File: src/rtl/taskfile_pkg.sv
package taskfile_pkg;
	// Word-indexed register map: byte address is four times the index
	localparam logic [2:0] IDX_DATA     = 3'h0;
	localparam logic [2:0] IDX_SUBCMD   = 3'h1;
	localparam logic [2:0] IDX_COUNT    = 3'h2;
	localparam logic [2:0] IDX_START    = 3'h3;
	localparam logic [2:0] IDX_TRK_LO   = 3'h4;
	localparam logic [2:0] IDX_TRK_HI   = 3'h5;
	localparam logic [2:0] IDX_UNIT     = 3'h6;
	localparam logic [2:0] IDX_OPCODE   = 3'h7;
	// Own registers above the task file
	localparam logic [3:0] IDX_CONFIG   = 4'h8;
	localparam logic [3:0] IDX_SEEKPOS  = 4'h9;
	localparam logic [3:0] IDX_EVENT    = 4'hA;
	localparam int         ADDR_W       = 6;

	// Opcodes
	localparam logic [3:0] OPN_RECAL    = 4'h1;
	localparam logic [3:0] OPN_SEEK     = 4'h7;
	localparam logic [7:0] OP_SENSE     = 8'h03;
	localparam logic [7:0] OP_SETFEAT   = 8'hEF;

	// Set-features subcommands
	localparam logic [7:0] SF_8BIT_ON   = 8'h01;
	localparam logic [7:0] SF_8BIT_OFF  = 8'h81;
	localparam logic [7:0] SF_WC_ON     = 8'h02;
	localparam logic [7:0] SF_WC_OFF    = 8'h82;
	localparam logic [7:0] SF_XFER      = 8'h03;
	localparam logic [7:0] SF_APM_ON    = 8'h05;
	localparam logic [7:0] SF_APM_OFF   = 8'h85;
	localparam logic [7:0] SF_PL1_ON    = 8'h0A;
	localparam logic [7:0] SF_PL1_OFF   = 8'h8A;
	localparam logic [7:0] SF_ECC_VEND  = 8'h44;
	localparam logic [7:0] SF_ECC_FOUR  = 8'hBB;
	localparam logic [7:0] SF_RLA_OFF   = 8'h55;
	localparam logic [7:0] SF_RLA_ON    = 8'hAA;
	localparam logic [7:0] SF_KEEP_ON   = 8'h66;
	localparam logic [7:0] SF_KEEP_OFF  = 8'hCC;
	localparam logic [7:0] SF_NOP_A     = 8'h69;
	localparam logic [7:0] SF_NOP_B     = 8'h96;
	localparam logic [7:0] SF_NOP_C     = 8'h97;
	localparam logic [7:0] SF_CURRENT   = 8'h9A;

	// Transfer mode type field (upper five bits of count byte)
	localparam logic [4:0] XT_PIO_DFLT  = 5'h00;
	localparam logic [4:0] XT_PIO_FLOW  = 5'h01;
	localparam logic [4:0] XT_MWDMA     = 5'h04;
	localparam logic [2:0] PIO_MAX      = 3'h6;
	localparam logic [2:0] MWDMA_MAX    = 3'h4;

	// Extended error codes
	localparam logic [7:0] EE_NONE      = 8'h00;
	localparam logic [7:0] EE_SELFTEST  = 8'h01;
	localparam logic [7:0] EE_WRFAIL    = 8'h03;
	localparam logic [7:0] EE_DIAG      = 8'h05;
	localparam logic [7:0] EE_MISC      = 8'h09;
	localparam logic [7:0] EE_UNCORR    = 8'h11;
	localparam logic [7:0] EE_CORR      = 8'h18;
	localparam logic [7:0] EE_XFER      = 8'h1F;
	localparam logic [7:0] EE_BADCMD    = 8'h20;
	localparam logic [7:0] EE_BADADDR   = 8'h21;
	localparam logic [7:0] EE_PL1       = 8'h22;
	localparam logic [7:0] EE_OVERFLOW  = 8'h2F;
	localparam logic [7:0] EE_VSUPPLY   = 8'h35;
	localparam logic [7:0] EE_VGEN      = 8'h36;

	// Status byte bits
	localparam int         ST_BUSY      = 7;
	localparam int         ST_READY     = 6;
	localparam int         ST_ERR       = 0;
	localparam logic [7:0] ERR_ABORT    = 8'h04;

	// Media event input bits (hardware event inputs; the event register reads the sense code)
	localparam int         EV_WRFAIL    = 0;
	localparam int         EV_UNCORR    = 1;
	localparam int         EV_CORR      = 2;
	localparam int         EV_XFER      = 3;
	localparam int         EV_VSUPPLY   = 4;
	localparam int         EV_VGEN      = 5;
	localparam int         EV_DIAGFAIL  = 6;
	localparam int         EV_DIAGOK    = 7;
	localparam int         EV_MISC      = 8;
	localparam int         EV_W         = 9;

	// Config register field positions
	localparam int         CF_8BIT      = 0;
	localparam int         CF_WC        = 1;
	localparam int         CF_APM       = 2;
	localparam int         CF_PL1       = 3;
	localparam int         CF_ECC4      = 4;
	localparam int         CF_RLA       = 5;
	localparam int         CF_KEEP      = 6;
	localparam int         CF_PIO_LSB   = 8;
	localparam int         CF_DMA_LSB   = 11;
	localparam int         CF_CUR_LSB   = 16;
	localparam int         CF_CAP       = 24;

	// Reset defaults
	localparam logic [2:0] PIO_DFLT     = 3'h0;
	localparam logic [2:0] DMA_DFLT     = 3'h0;
	localparam logic       RLA_DFLT     = 1'b1;
	localparam logic       PL1_DFLT     = 1'b1;
	localparam logic [7:0] CUR_DFLT     = 8'h00;
	localparam logic [27:0] CAPACITY    = 28'h0FFFFFF;
endpackage

File: src/rtl/taskfile_cmd.sv
// Behaviour
// - Request sense 03h puts last extended error code in error register.
// - Code 00h for no error, 01h after a passed self test.
// - 20h bad command, 21h bad head or sector, 2Fh beyond capacity.
// - 35h or 36h for supply or generated voltage out of tolerance.
// - 03h write or erase failure, 11h uncorrectable, 18h corrected ECC.
// - Failed self test or diagnostic reported with 05h group codes.
// - 1Fh for transfer error or abort, 09h for miscellaneous errors.
// - 22h when a command is refused because power level 1 is off.
// - Opcodes 7Xh seek using head and track fields only.
// - Subcommand 01h selects 8-bit data, 81h restores 16-bit.
// - 02h enables write cache, 82h disables it after flushing.
// - Subcommand 03h sets transfer type and mode from count byte.
// - Exactly one PIO and one multiword DMA mode always selected.
// - 05h enables advanced power management, 85h disables it.
// - 0Ah permits power level 1 commands, 8Ah disallows them.
// - 44h vendor ECC bytes on long commands, BBh four bytes.
// - 55h disables read look-ahead, AAh enables it.
// - 66h keeps settings over soft reset, CCh reloads defaults.
// - 69h, 96h and 97h accepted with no effect.
// - 9Ah records host current-source capability.
module taskfile_cmd (
	input  wire logic                core_clk,
	input  wire logic                rstn,
	input  wire logic                clk_en,
	input  wire logic [5:0]          address,
	input  wire logic                read,
	input  wire logic                write,
	input  wire logic [31:0]         writedata,
	output logic      [31:0]         readdata,
	output logic                     waitrequest,
	input  wire logic                soft_reset,
	input  wire logic                flush_done,
	input  wire logic [8:0]          media_event,
	output logic                     flush_req,
	output logic                     wide_cycle_indication,
	output logic                     cmd_done
);
	typedef enum logic [1:0] {IDLE, EXEC, FLUSH} phase_e;

	typedef struct packed {
		phase_e      phase;
		logic [7:0]  subcmd;
		logic [7:0]  count;
		logic [7:0]  start;
		logic [7:0]  trk_lo;
		logic [7:0]  trk_hi;
		logic [7:0]  unit;
		logic [7:0]  opcode;
		logic [7:0]  status;
		logic [7:0]  err;
		logic [7:0]  sense;
		logic [27:0] seek_pos;
		logic        drive;
		logic        eight_bit;
		logic        wcache;
		logic        apm;
		logic        pl1;
		logic        ecc4;
		logic        rla;
		logic        keep;
		logic [2:0]  pio_mode;
		logic [2:0]  dma_mode;
		logic [7:0]  cur_cap;
		logic        done;
		logic        ack;
		logic [31:0] rdata;
	} state_s;

	state_s st_reg;
	state_s st_next;

	// Extended error code for a hardware event; lowest bit wins
	function automatic logic [7:0] event_code(input logic [8:0] ev);
		logic [7:0] c;
		c = taskfile_pkg::EE_NONE;
		if (ev[taskfile_pkg::EV_MISC])
			c = taskfile_pkg::EE_MISC;
		if (ev[taskfile_pkg::EV_DIAGOK])
			c = taskfile_pkg::EE_SELFTEST;
		if (ev[taskfile_pkg::EV_DIAGFAIL])
			c = taskfile_pkg::EE_DIAG;
		if (ev[taskfile_pkg::EV_VGEN])
			c = taskfile_pkg::EE_VGEN;
		if (ev[taskfile_pkg::EV_VSUPPLY])
			c = taskfile_pkg::EE_VSUPPLY;
		if (ev[taskfile_pkg::EV_XFER])
			c = taskfile_pkg::EE_XFER;
		if (ev[taskfile_pkg::EV_CORR])
			c = taskfile_pkg::EE_CORR;
		if (ev[taskfile_pkg::EV_UNCORR])
			c = taskfile_pkg::EE_UNCORR;
		if (ev[taskfile_pkg::EV_WRFAIL])
			c = taskfile_pkg::EE_WRFAIL;
		return c;
	endfunction

	// Power-on defaults of the feature settings
	function automatic state_s load_defaults(input state_s s);
		state_s r;
		r = s;
		r.eight_bit = 1'b0;
		r.wcache    = 1'b0;
		r.apm       = 1'b0;
		r.pl1       = taskfile_pkg::PL1_DFLT;
		r.ecc4      = 1'b0;
		r.rla       = taskfile_pkg::RLA_DFLT;
		r.keep      = 1'b0;
		r.pio_mode  = taskfile_pkg::PIO_DFLT;
		r.dma_mode  = taskfile_pkg::DMA_DFLT;
		r.cur_cap   = taskfile_pkg::CUR_DFLT;
		return r;
	endfunction

	logic [27:0] target;
	logic        bus_wr;
	logic        bus_rd;
	logic [3:0]  idx;
	logic        fail;
	logic [7:0]  fail_code;
	logic [4:0]  xtype;
	logic [2:0]  xmode;

	// Seek target from head and track fields only; the sector-number
	// register is a don't-care for seek, so the low byte stays zero
	assign target = {st_reg.unit[3:0], st_reg.trk_hi, st_reg.trk_lo,
		8'h00};
	assign idx    = address[5:2];
	assign bus_wr = write && !st_reg.ack;
	assign bus_rd = read && !st_reg.ack;
	assign xtype  = st_reg.count[7:3];
	assign xmode  = st_reg.count[2:0];

	// Next-state logic: bus slave, command decode, feature settings
	always_comb begin
		st_next      = st_reg;
		st_next.done = 1'b0;
		st_next.ack  = 1'b0;
		fail         = 1'b0;
		fail_code    = taskfile_pkg::EE_NONE;
		// Media events update the sense code in any phase; a command other than request sense overrides them in its decode cycle
		if (media_event != 9'h000)
			st_next.sense = event_code(media_event);
		if (soft_reset && !st_reg.keep)
			st_next = load_defaults(st_next);
		// One wait state per access gives registered read data
		if (bus_wr || bus_rd)
			st_next.ack = 1'b1;
		if (bus_rd) begin
			st_next.rdata = 32'h0000_0000;
			unique case (idx)
				{1'b0, taskfile_pkg::IDX_SUBCMD}:
					st_next.rdata[7:0] = st_reg.err;
				{1'b0, taskfile_pkg::IDX_COUNT}:
					st_next.rdata[7:0] = st_reg.count;
				{1'b0, taskfile_pkg::IDX_START}:
					st_next.rdata[7:0] = st_reg.start;
				{1'b0, taskfile_pkg::IDX_TRK_LO}:
					st_next.rdata[7:0] = st_reg.trk_lo;
				{1'b0, taskfile_pkg::IDX_TRK_HI}:
					st_next.rdata[7:0] = st_reg.trk_hi;
				{1'b0, taskfile_pkg::IDX_UNIT}:
					st_next.rdata[7:0] = st_reg.unit;
				{1'b0, taskfile_pkg::IDX_OPCODE}:
					st_next.rdata[7:0] = st_reg.status;
				taskfile_pkg::IDX_CONFIG: begin
					st_next.rdata[taskfile_pkg::CF_8BIT] = st_reg.eight_bit;
					st_next.rdata[taskfile_pkg::CF_WC]   = st_reg.wcache;
					st_next.rdata[taskfile_pkg::CF_APM]  = st_reg.apm;
					st_next.rdata[taskfile_pkg::CF_PL1]  = st_reg.pl1;
					st_next.rdata[taskfile_pkg::CF_ECC4] = st_reg.ecc4;
					st_next.rdata[taskfile_pkg::CF_RLA]  = st_reg.rla;
					st_next.rdata[taskfile_pkg::CF_KEEP] = st_reg.keep;
					st_next.rdata[taskfile_pkg::CF_PIO_LSB +: 3] =
						st_reg.pio_mode;
					st_next.rdata[taskfile_pkg::CF_DMA_LSB +: 3] =
						st_reg.dma_mode;
					st_next.rdata[taskfile_pkg::CF_CUR_LSB +: 8] =
						st_reg.cur_cap;
					st_next.rdata[taskfile_pkg::CF_CAP] = st_reg.drive;
				end
				taskfile_pkg::IDX_SEEKPOS:
					st_next.rdata[27:0] = st_reg.seek_pos;
				taskfile_pkg::IDX_EVENT:
					st_next.rdata[7:0] = st_reg.sense;
				default:
					st_next.rdata = 32'h0000_0000;
			endcase
		end
		// Task-file writes are ignored while a command runs
		if (bus_wr && st_reg.phase == IDLE) begin
			unique case (idx)
				{1'b0, taskfile_pkg::IDX_SUBCMD}:
					st_next.subcmd = writedata[7:0];
				{1'b0, taskfile_pkg::IDX_COUNT}:
					st_next.count = writedata[7:0];
				{1'b0, taskfile_pkg::IDX_START}:
					st_next.start = writedata[7:0];
				{1'b0, taskfile_pkg::IDX_TRK_LO}:
					st_next.trk_lo = writedata[7:0];
				{1'b0, taskfile_pkg::IDX_TRK_HI}:
					st_next.trk_hi = writedata[7:0];
				{1'b0, taskfile_pkg::IDX_UNIT}:
					st_next.unit = writedata[7:0];
				{1'b0, taskfile_pkg::IDX_OPCODE}: begin
					st_next.opcode = writedata[7:0];
					st_next.status[taskfile_pkg::ST_BUSY]  = 1'b1;
					st_next.status[taskfile_pkg::ST_READY] = 1'b0;
					st_next.phase = EXEC;
				end
				default: ;
			endcase
		end
		// Decode and execute the latched opcode
		if (st_reg.phase == EXEC) begin
			st_next.phase = IDLE;
			st_next.drive = st_reg.unit[4];
			if (st_reg.opcode[7:4] == taskfile_pkg::OPN_RECAL) begin
				st_next.seek_pos = 28'h0000000;
			end else if (st_reg.opcode[7:4] == taskfile_pkg::OPN_SEEK) begin
				if (target > taskfile_pkg::CAPACITY) begin
					fail      = 1'b1;
					fail_code = taskfile_pkg::EE_OVERFLOW;
				end else if (!st_reg.unit[7] || !st_reg.unit[5]) begin
					// Fixed-one bits of the unit byte cleared: bad head field
					fail      = 1'b1;
					fail_code = taskfile_pkg::EE_BADADDR;
				end else begin
					st_next.seek_pos = target;
				end
			end else if (st_reg.opcode == taskfile_pkg::OP_SENSE) begin
				st_next.err = st_reg.sense;
			end else if (st_reg.opcode == taskfile_pkg::OP_SETFEAT) begin
				unique case (st_reg.subcmd)
					taskfile_pkg::SF_8BIT_ON:  st_next.eight_bit = 1'b1;
					taskfile_pkg::SF_8BIT_OFF: st_next.eight_bit = 1'b0;
					taskfile_pkg::SF_WC_ON:    st_next.wcache = 1'b1;
					taskfile_pkg::SF_WC_OFF: begin
						st_next.wcache = 1'b0;
						if (st_reg.wcache)
							st_next.phase = FLUSH;
					end
					taskfile_pkg::SF_XFER: begin
						// Only the changed class moves; the other stays selected
						if ((xtype == taskfile_pkg::XT_PIO_DFLT ||
							xtype == taskfile_pkg::XT_PIO_FLOW) &&
							xmode <= taskfile_pkg::PIO_MAX)
							st_next.pio_mode = xmode;
						else if (xtype == taskfile_pkg::XT_MWDMA &&
							xmode <= taskfile_pkg::MWDMA_MAX)
							st_next.dma_mode = xmode;
						else begin
							fail      = 1'b1;
							fail_code = taskfile_pkg::EE_XFER;
						end
					end
					taskfile_pkg::SF_APM_ON:   st_next.apm = 1'b1;
					taskfile_pkg::SF_APM_OFF:  st_next.apm = 1'b0;
					taskfile_pkg::SF_PL1_ON:   st_next.pl1 = 1'b1;
					taskfile_pkg::SF_PL1_OFF:  st_next.pl1 = 1'b0;
					taskfile_pkg::SF_ECC_VEND: st_next.ecc4 = 1'b0;
					taskfile_pkg::SF_ECC_FOUR: st_next.ecc4 = 1'b1;
					taskfile_pkg::SF_RLA_OFF:  st_next.rla = 1'b0;
					taskfile_pkg::SF_RLA_ON:   st_next.rla = 1'b1;
					taskfile_pkg::SF_KEEP_ON:  st_next.keep = 1'b1;
					taskfile_pkg::SF_KEEP_OFF: st_next.keep = 1'b0;
					taskfile_pkg::SF_NOP_A,
					taskfile_pkg::SF_NOP_B,
					taskfile_pkg::SF_NOP_C: ;
					taskfile_pkg::SF_CURRENT: begin
						// Current-source setting counts as a level 1 command
						if (st_reg.pl1)
							st_next.cur_cap = st_reg.count;
						else begin
							fail      = 1'b1;
							fail_code = taskfile_pkg::EE_PL1;
						end
					end
					default: begin
						fail      = 1'b1;
						fail_code = taskfile_pkg::EE_BADCMD;
					end
				endcase
			end else begin
				fail      = 1'b1;
				fail_code = taskfile_pkg::EE_BADCMD;
			end
			if (st_next.phase == IDLE) begin
				st_next.done = 1'b1;
				st_next.status[taskfile_pkg::ST_BUSY]  = 1'b0;
				st_next.status[taskfile_pkg::ST_READY] = 1'b1;
				st_next.status[taskfile_pkg::ST_ERR]   = fail;
				st_next.err = fail ? taskfile_pkg::ERR_ABORT : st_next.err;
			end
			// Sense reports this command's outcome next time
			if (st_reg.opcode != taskfile_pkg::OP_SENSE)
				st_next.sense = fail ? fail_code : taskfile_pkg::EE_NONE;
		end
		// Completion waits for the flush handshake
		if (st_reg.phase == FLUSH && flush_done) begin
			st_next.phase = IDLE;
			st_next.done  = 1'b1;
			st_next.status[taskfile_pkg::ST_BUSY]  = 1'b0;
			st_next.status[taskfile_pkg::ST_READY] = 1'b1;
			st_next.status[taskfile_pkg::ST_ERR]   = 1'b0;
		end
	end

	// Single state register; clock enable freezes everything
	always_ff @(posedge core_clk or negedge rstn) begin
		if (!rstn) begin
			st_reg        <= '0;
			st_reg.phase  <= IDLE;
			st_reg.pl1    <= taskfile_pkg::PL1_DFLT;
			st_reg.rla    <= taskfile_pkg::RLA_DFLT;
			st_reg.status <= 8'h40;
		end else if (clk_en) begin
			st_reg <= st_next;
		end
	end

	assign readdata    = st_reg.rdata;
	// Answer only in an enabled cycle: ack then clears at the very edge
	// where the master completes, so a frozen core never leaves a stale
	// acknowledge that would end the next request before it is taken
	assign waitrequest = (read || write) && !(st_reg.ack && clk_en);
	assign flush_req   = st_reg.phase == FLUSH;
	assign cmd_done    = st_reg.done;
	// 8-bit mode suppresses the wide-cycle indication
	assign wide_cycle_indication = !st_reg.eight_bit;

	a_sense_copy: assert property (@(posedge core_clk) disable iff (!rstn)
		clk_en && st_reg.phase == EXEC &&
		st_reg.opcode == taskfile_pkg::OP_SENSE |=>
		st_reg.err == $past(st_reg.sense))
		else $error("sense code not copied to error register");

	a_bad_cmd: assert property (@(posedge core_clk) disable iff (!rstn)
		clk_en && st_reg.phase == EXEC && st_reg.opcode == 8'h00 |=>
		st_reg.sense == taskfile_pkg::EE_BADCMD && st_reg.status[0])
		else $error("unknown opcode not reported");

	a_eight_bit: assert property (@(posedge core_clk) disable iff (!rstn)
		clk_en && st_reg.phase == EXEC && st_reg.opcode == 8'hEF &&
		st_reg.subcmd == taskfile_pkg::SF_8BIT_ON |=>
		!wide_cycle_indication)
		else $error("8-bit mode left wide cycles on");

	a_flush_wait: assert property (@(posedge core_clk) disable iff (!rstn)
		flush_req && !flush_done |=> !cmd_done)
		else $error("completion before flush");

	a_pio_range: assert property (@(posedge core_clk) disable iff (!rstn)
		st_reg.pio_mode <= taskfile_pkg::PIO_MAX &&
		st_reg.dma_mode <= taskfile_pkg::MWDMA_MAX)
		else $error("transfer mode out of range");

	a_seek_pos: assert property (@(posedge core_clk) disable iff (!rstn)
		clk_en && st_reg.phase == EXEC && st_reg.opcode[7:4] == 4'h7 &&
		target <= taskfile_pkg::CAPACITY &&
		st_reg.unit[7] && st_reg.unit[5] |=>
		st_reg.seek_pos == $past(target))
		else $error("seek target not taken");

	a_recal_done: assert property (@(posedge core_clk) disable iff (!rstn)
		clk_en && st_reg.phase == EXEC && st_reg.opcode[7:4] == 4'h1 |=>
		cmd_done && st_reg.seek_pos == 28'h0000000 && !st_reg.status[0])
		else $error("recalibrate did not complete cleanly");

	a_pl1_off: assert property (@(posedge core_clk) disable iff (!rstn)
		clk_en && st_reg.phase == EXEC && st_reg.opcode == 8'hEF &&
		st_reg.subcmd == taskfile_pkg::SF_PL1_OFF |=> !st_reg.pl1)
		else $error("power level 1 still permitted");
endmodule

File: config.mk
export PLATFORM = sky130hd
export DESIGN_NAME = taskfile_cmd
export DESIGN_NICKNAME = d
export VERILOG_FILES = /design/src/rtl/taskfile_pkg.sv /design/src/rtl/taskfile_cmd.sv
export SDC_FILE = /design/constraint.sdc
export NUM_CORES = 1
export LEC_CHECK = 0
export ABC_AREA = 0
export BUFFER_PORTS_ARGS = -buffer_cell sky130_fd_sc_hd__buf_2
export CAP_MARGIN = 15
export CORE_MARGIN = 5
export CORE_UTILIZATION = 40
export DETAILED_ROUTE_END_ITERATION = 8
export GPL_TIMING_DRIVEN = 0
export HOLD_SLACK_MARGIN = 0.06
export PLACE_DENSITY_LB_ADDON = 0.15
export SETUP_SLACK_MARGIN = 0.5
export SYNTH_ARGS = -nofsm -noshare
export SYNTH_HDL_FRONTEND = slang
export SYNTH_SLANG_ARGS = --single-unit
export TNS_END_PERCENT = 20
File: constraint.sdc
create_clock -name core_clk -period 2.1 [get_ports core_clk]
set_input_delay 0.315 -clock core_clk [delete_from_list [all_inputs] [get_ports core_clk]]
set_output_delay 0.315 -clock core_clk [all_outputs]
set_load 0.02 [all_outputs]
==> results of run 1 <==
[per-stage QoR]
stage          instances  utilization [%]  worst slack [ns]  instance area [µm²]
3_5_place_dp        1009             44.4            -0.516                 8270
2_1_floorplan        717                -             0.123                 7660
5_1_grt             1069             51.4           -0.0938                 9590
6_report            1069             51.4           -0.0503                 9590
4_1_cts             1056             49.6           0.00840                 9240
3_3_place_gp        1008             44.2             -1.49                 8240
[cell families after synthesis]
| family | share of synthesized area, % |
|---|---|
| adders and majority gates | 0.133 |
| xor gates and xnor gates | 0.116 |
| other | 0.0497 |
| and+or+nand+nor | 15.6 |
| buffers and inverters | 7.16 |
| muxes | 11.1 |
| DFF | 49.5 |
| AOI/OAI and AO/OA | 16.4 |
[Yosys cell counts, drive strengths merged, types with 4 or more instances]
master and count:
dfrtp 146, nand2 74, mux2 57, o21ai 52, buf 47, inv 37
nor2 29, clkbuf 22, nor3 19, a22o 17, a222oi 15, mux2i 15
nor2b 14, nand3 13, a22oi 12, nand2b 11, nor4 11, and2 9
a21oi 8, nand4 8, o21a 6, o221ai 4, o22a 4, o22ai 4
o31ai 4
[repair_timing]
action	in CTS	in global routing
hold buffers	1	0
setup endpoints to repair	147	143
gates cloned	2	0
resized for setup	68	97
hold endpoints to repair	77	0
setup buffers	13	12
pin swaps	17	54
[power by group]
part           internal (mW)  switching (mW)
clock network           1.80            1.26
registers               3.17           0.335
logic                  0.693           0.801
total                   5.67            2.40
[routing by layer]
metal	global-route usage, %	vias to the layer above	routed length (µm)
li1	-	2813	-
met1	30.8	3177	10900
met2	36.6	218	11700
met3	4.44	43	1310
met4	7.08	0	482
met5	0	-	0
[critical path: stages, from the launching register on]
cell	delay, ns
dfrtp_1	0.46
nor3_2	0.29
nand4b_1	0.20
or4b_4	0.56
nand4bb_1	0.21
a221o_1	0.31
[cell usage in the layout, fill, tap and decap left out, drive strengths merged, types with 4 or more instances in the layout]
master	count
nand2b	11
mux2i	15
dfrtp	146
nand3	13
nor2b	14
mux2	57
a21oi	8
a22o	17
o21ai	52
nor2	29
nand2	74
a222oi	15
buf	134
conb	4
a22oi	12
o22a	4
o31ai	4
nor4	11
inv	38
o22ai	4
o221ai	4
and2	9
nor3	19
o21a	6
clkinv	6
nand4	8
clkbuf	39
[area by class of cell]
type / instances / share of cell area (%)
diodes: 1 / 0.0261
plain buffers: 69 / 6.11
clock buffers: 19 / 4.72
clock inverters: 12 / 1.34
inverters: 37 / 1.45
multi-input cells: 462 / 38.3
flip-flops and latches: 149 / 39.0
well taps: 234 / 3.05
repair buffers: 86 / 5.99
[worst min-delay path by stage]
stage	to	slack, ns	cells past startpoint
CTS	st_reg[165]	0.19	4
global route	st_reg[87]	0.21	3
finish	st_reg[165]	0.20	4
global placement	st_reg[68]	0.47	2
floorplan	cmd_done	0.02	0
detailed placement	readdata[25]	0.42	1
==> summary.txt, run 1 <==
Status
  – Status: finished with violations
  – Violated checks: negative setup slack

Clock network
  – Num CTS Buffers: 17
  – CTS clk-pin slew, worst paths: 0.06 ns
  – Root Driver: clkbuf_16
  – Clock buffer depth: 2
  – # H-tree levels: 4
  – Clock Latency Late Sink: 0.43 ns
  – Sink Count: 149
  – CTS tree: yes

Worst setup path
  – Crit path max fanout: 5
  – Setup slack, reg-to-reg: -0.05 ns
  – Critical Path End: st_reg[43]
  – Worst r2r src: st_reg[155]
  – R2r endpoint: st_reg[43]
  – Setup CP Type: reg -> reg
  – CP Capture Type: flip-flop
  – Worst Reg-to-Reg Cells: 5
  – CP startpoint: st_reg[155]
  – Worst Path Arrival: 2.46 ns
  – Startpoint Class: flip-flop
  – Req. time, crit path: 2.41 ns

Timing
  – Achievable Freq: 0.465 GHz
  – Setup Viol. Count Final: 2
  – Hold WS: 0.197 ns
  – Worst Tran Pin Value: 0.751 ns
  – Setup tns final: -0.0641 ns
  – Fin crit period: 2.15 ns
  – Tcrit/Tclk final: 102%
  – Post-route setup slack: -0.0503 ns
  – Unrepaired setup endpoints after global routing: yes
  – Final hold viol count: 0
  – Max-slew headroom: 49.9%
  – Final Max Tran Viols: 0
  – Worst Skew: 0.00879 ns

Floorplanning
  – Initial cell density of the core: 40.5%
  – Die area: 21700 µm²
  – I/O pins: 90
  – Row cnt: 50
  – Die X-Extent: 147 µm
  – Total core area: 18600 µm²
  – Die Ht: 147 µm

Global routing
  – Total grt overflow: 0
  – First-pass GRT wire length: 37.3 mm
  – Largest net degree at the start of global routing: 79
  – Vias in the first global route: 6230
  – Gr usage total: 22.6%
  – Antenna violations before repair: 1

Synth
  – Leading register cell type out of synthesis: dfrtp_1
  – Share of synthesized registers carrying an async set or reset: 100%
  – Ranking of synthesized cells by area: dfrtp_1 48%, mux2_2 8.5%, nand2_1 3.7%, o21ai_0 3.4%, buf_4 3.4%
  – Synthesized area per cell: 10.6 µm²
  – Cell taking the most area after synthesis: dfrtp_1
  – EDFF count, synth: 0
  – Cells after Synth: 714
  – Synth cell types: 81
  – Area share of the largest cell type after synthesis: 48.4%
  – Yosys warns: 0
  – Sequential cell area fraction in the yosys report: 49.5%
  – Synth Register Bits: 149
  – Synthesized area: 7540 µm²

Min path
  – Hold Crit Class: in -> reg
  – HP Start: flush_done

Placement
  – Port Buffers: 57
  – GPL Wtd Cong: 0.932
  – Hpwl dp: 17.1 mm

Layout
  – Number of fill cells: 1676
  – Max reg flops: 120
  – Share of cells above drive strength 1: 39.6%
  – Final net count: 876
  – Area grow syn2layout: 27.1%
  – Storage cell area: 3740 µm²
  – Multi-input gate area: 3680 µm²

Routing
  – Residual DRC count: 0
  – Drt first pass iters: 6
  – Initial drt markers: 555
  – Final Routed Wirelength: 24.4 mm
  – Vias per cell: 5.85
  – Routed WL per cell: 22.8 µm
  – Routed Antenna Nets: 0
  – Routed via count: 6251

Pwr
  – Total Power: 8.07 mW
  – Pleak: 4.46 nW
  – Peak VDD IR: 0.659 mV
  – PD cells: 841 nW/µm²

Job
  – Max cap viols: 0
No activity file was read; power rests on OpenSTA's default activity.
==> run 2, diff against run 1 <==
==> constraint.sdc (replaced) <==
create_clock -name core_clk -period 1.87 [get_ports core_clk]
set_input_delay 0.2805 -clock core_clk [delete_from_list [all_inputs] [get_ports core_clk]]
set_output_delay 0.2805 -clock core_clk [all_outputs]
set_load 0.02 [all_outputs]
==> run 2 against run 1 <==
Against the previous run:
- the flow still finishes with violations (negative setup slack)
- clock power rose by 7.8%
- global-route usage up 0.13 points
- critical path depth rose by 1
- via count rose by 2.2%
- flip-flop and latch count is the same
- die area unchanged
- wire length grew 2.7%
- total power grew 16%
- count of clock-buffer cells in the layout shrank 1
- critical path type unchanged
- critical endpoint is now st_reg[84]
- largest cell class is now multi-input gates
- largest power group unchanged
- highest routed layer unchanged
==> summary.txt, run 2 (synthesis results as in run 1) <==
Pwr
  – Total Power: 9.33 mW
  – Peak VDD IR: 0.573 mV
  – Net Sw Power: 2.95 mW
  – Reg power frac: 42.5%
  – Clock share of power: 35.5%
  – PD cells: 881 nW/µm²
  – Logic pwr share: 22.0%
  – Sw frac: 31.6%
  – Design internal power: 6.38 mW
  – Pleak: 4.82 nW

Job
  – Max cap viols: 0

Global routing
  – First-pass GRT wire length: 37.9 mm
  – Largest net degree at the start of global routing: 91
  – Vias in the first global route: 6504
  – Antenna violations before repair: 1
  – Total grt overflow: 0
  – Gr usage total: 22.7%

Timing
  – Worst Skew: 0.0108 ns
  – Final Max Tran Viols: 0
  – Worst Tran Pin Value: 0.570 ns
  – Post-route setup slack: -0.241 ns
  – Final hold viol count: 0
  – Tcrit/Tclk final: 113%
  – Achievable Freq: 0.474 GHz
  – Unrepaired setup endpoints after global routing: yes
  – Setup tns final: -2.84 ns
  – Max-slew headroom: 62.0%
  – Setup Viol. Count Final: 32
  – Fin crit period: 2.11 ns

Worst setup path
  – R2r endpoint: st_reg[84]
  – Worst r2r src: st_reg[112]
  – CP cell instances: or4_4, o21a_4, o41ai_4, buf_6, and2b_1, nor3_1
  – CP Capture Type: flip-flop
  – Worst Reg-to-Reg Cells: 6
  – CP top delay family: simple AND/OR/NAND/NOR gates
  – Req. time, crit path: 2.16 ns
  – WP buf/inv: 1
  – Worst path slowest cell: or4_4
  – Max incr delay on CP: 0.59 ns
  – Crit path max fanout: 8
  – Levels on crit path: 6
  – Setup slack, reg-to-reg: -0.24 ns
  – Startpoint Class: flip-flop
  – Setup CP Type: reg -> reg
  – Critical Path End: st_reg[84]
  – CP startpoint: st_reg[112]
  – Worst Path Arrival: 2.41 ns

Clock network
  – Clock buffer depth: 2
  – CTS tree: yes
  – CTS clk-pin slew, worst paths: 0.07 ns
  – Clock Latency Late Sink: 0.43 ns
  – Num CTS Buffers: 17
  – Sink Count: 149
  – Root Driver: clkbuf_16
  – # H-tree levels: 4

Placement
  – Port Buffers: 57
  – Inst Count DP: 1010
  – Pre-CTS setup slack: -0.653 ns
  – GPL Wtd Cong: 0.891
  – Hpwl dp: 17.1 mm

Routing
  – Routed WL per cell: 22.7 µm
  – Vias per cell: 5.80
  – Residual DRC count: 0
  – Final Routed Wirelength: 25.0 mm
  – Drt first pass iters: 5
  – Initial drt markers: 545
  – Routed Antenna Nets: 0
  – Routed via count: 6389

Layout
  – Most frequent cells in the layout: 139 x dfrtp_1, 78 x buf_6, 48 x nand2_1
  – Multi-input gate area: 4020 µm²
  – Area grow syn2layout: 40.3%
  – Most common cell after layout, fill and taps aside: dfrtp_1
  – Non-Filler Instances: 1101
  – Share of cells above drive strength 1: 46.4%
  – Number of fill cells: 1606
  – Final net count: 907
  – Max reg flops: 120
  – Storage cell area: 3740 µm²

Floorplanning
  – Die Ht: 147 µm
  – Row cnt: 50
  – Total core area: 18600 µm²
  – Die area: 21700 µm²
  – Die X-Extent: 147 µm
  – I/O pins: 90
  – Initial cell density of the core: 40.5%

Status
  – Violated checks: negative setup slack
  – Status: finished with violations

Min path
  – Hold Crit Class: in -> reg
  – Hold Crit Depth: 4
run 2: cell types whose count changed in the layout (fill, tap and decap cells not counted), sizes merged:
cell,before,now
buf,134,166
clkbuf,39,37
clkinv,6,3
inv,38,44
bufinv,2,0
clkinvlp,3,4
run 2: metal layers:
layer	track usage, %	routed length, µm
met5	0	0
met3	4.66	1280
met4	8.06	751
met1	31.0	11200
met2	36.2	11800
run 2: layout make-up:
| class | count | area share [%] |
|---|---|---|
| Clock buffer | 18 | 4.15 |
| Inverter | 37 | 1.31 |
| Antenna cell | 1 | 0.0236 |
| Tap cell | 234 | 2.77 |
| Clock inverter | 14 | 1.13 |
| Buffer | 69 | 6.67 |
| Multi-Input combinational cell | 462 | 38.0 |
| Timing Repair Buffer | 117 | 10.6 |
| Sequential cell | 149 | 35.3 |
run 2: power by group through the flow:
stage | clock network [mW] | registers, mW | logic [mW]
after floorplan | 0 | 3.82 | 1.01
after global placement | 0 | 3.96 | 1.40
after detailed placement | 0 | 3.97 | 1.44
after CTS | 3.34 | 3.93 | 1.81
after global routing | 3.49 | 3.99 | 2.20
final | 3.31 | 3.96 | 2.05
run 2: how the worst min path moves through the flow:
stage                from      endpoint  slack (ns)
2_1_floorplan        rstn      cmd_done       -0.02
3_3_place_gp   st_reg[79]    st_reg[79]        0.46
3_5_place_dp         rstn  readdata[26]        0.30
4_1_cts        flush_done   st_reg[165]        0.14
5_1_grt        flush_done   st_reg[165]        0.17
6_report       flush_done   st_reg[165]        0.15
run 2: worst min-delay path: stages:
cell,delay (ns)
buf_2,0.09
nand2_1,0.04
nor2_1,0.08
nor3_1,0.05
run 2: through the flow:
stage / util (%) / cell area [µm²] / hold slack (ns)
CTS: 53.0 / 9880 / 0.138
global route: 56.8 / 10600 / 0.165
finish: 56.8 / 10600 / 0.145
global placement: 44.1 / 8220 / 0.464
detailed placement: 44.3 / 8270 / 0.304
floorplan: - / 7650 / -0.0151
run 2: what timing repair did:
item                                   in CTS  in global routing
endpoints found under the hold margin      57                  0
pin swaps                                  57                 54
cloned                                      3                  0
setup endpoints to repair                 176                264
resized for setup                         242                137
hold buffers                                1                  0
setup buffers                              30                 24
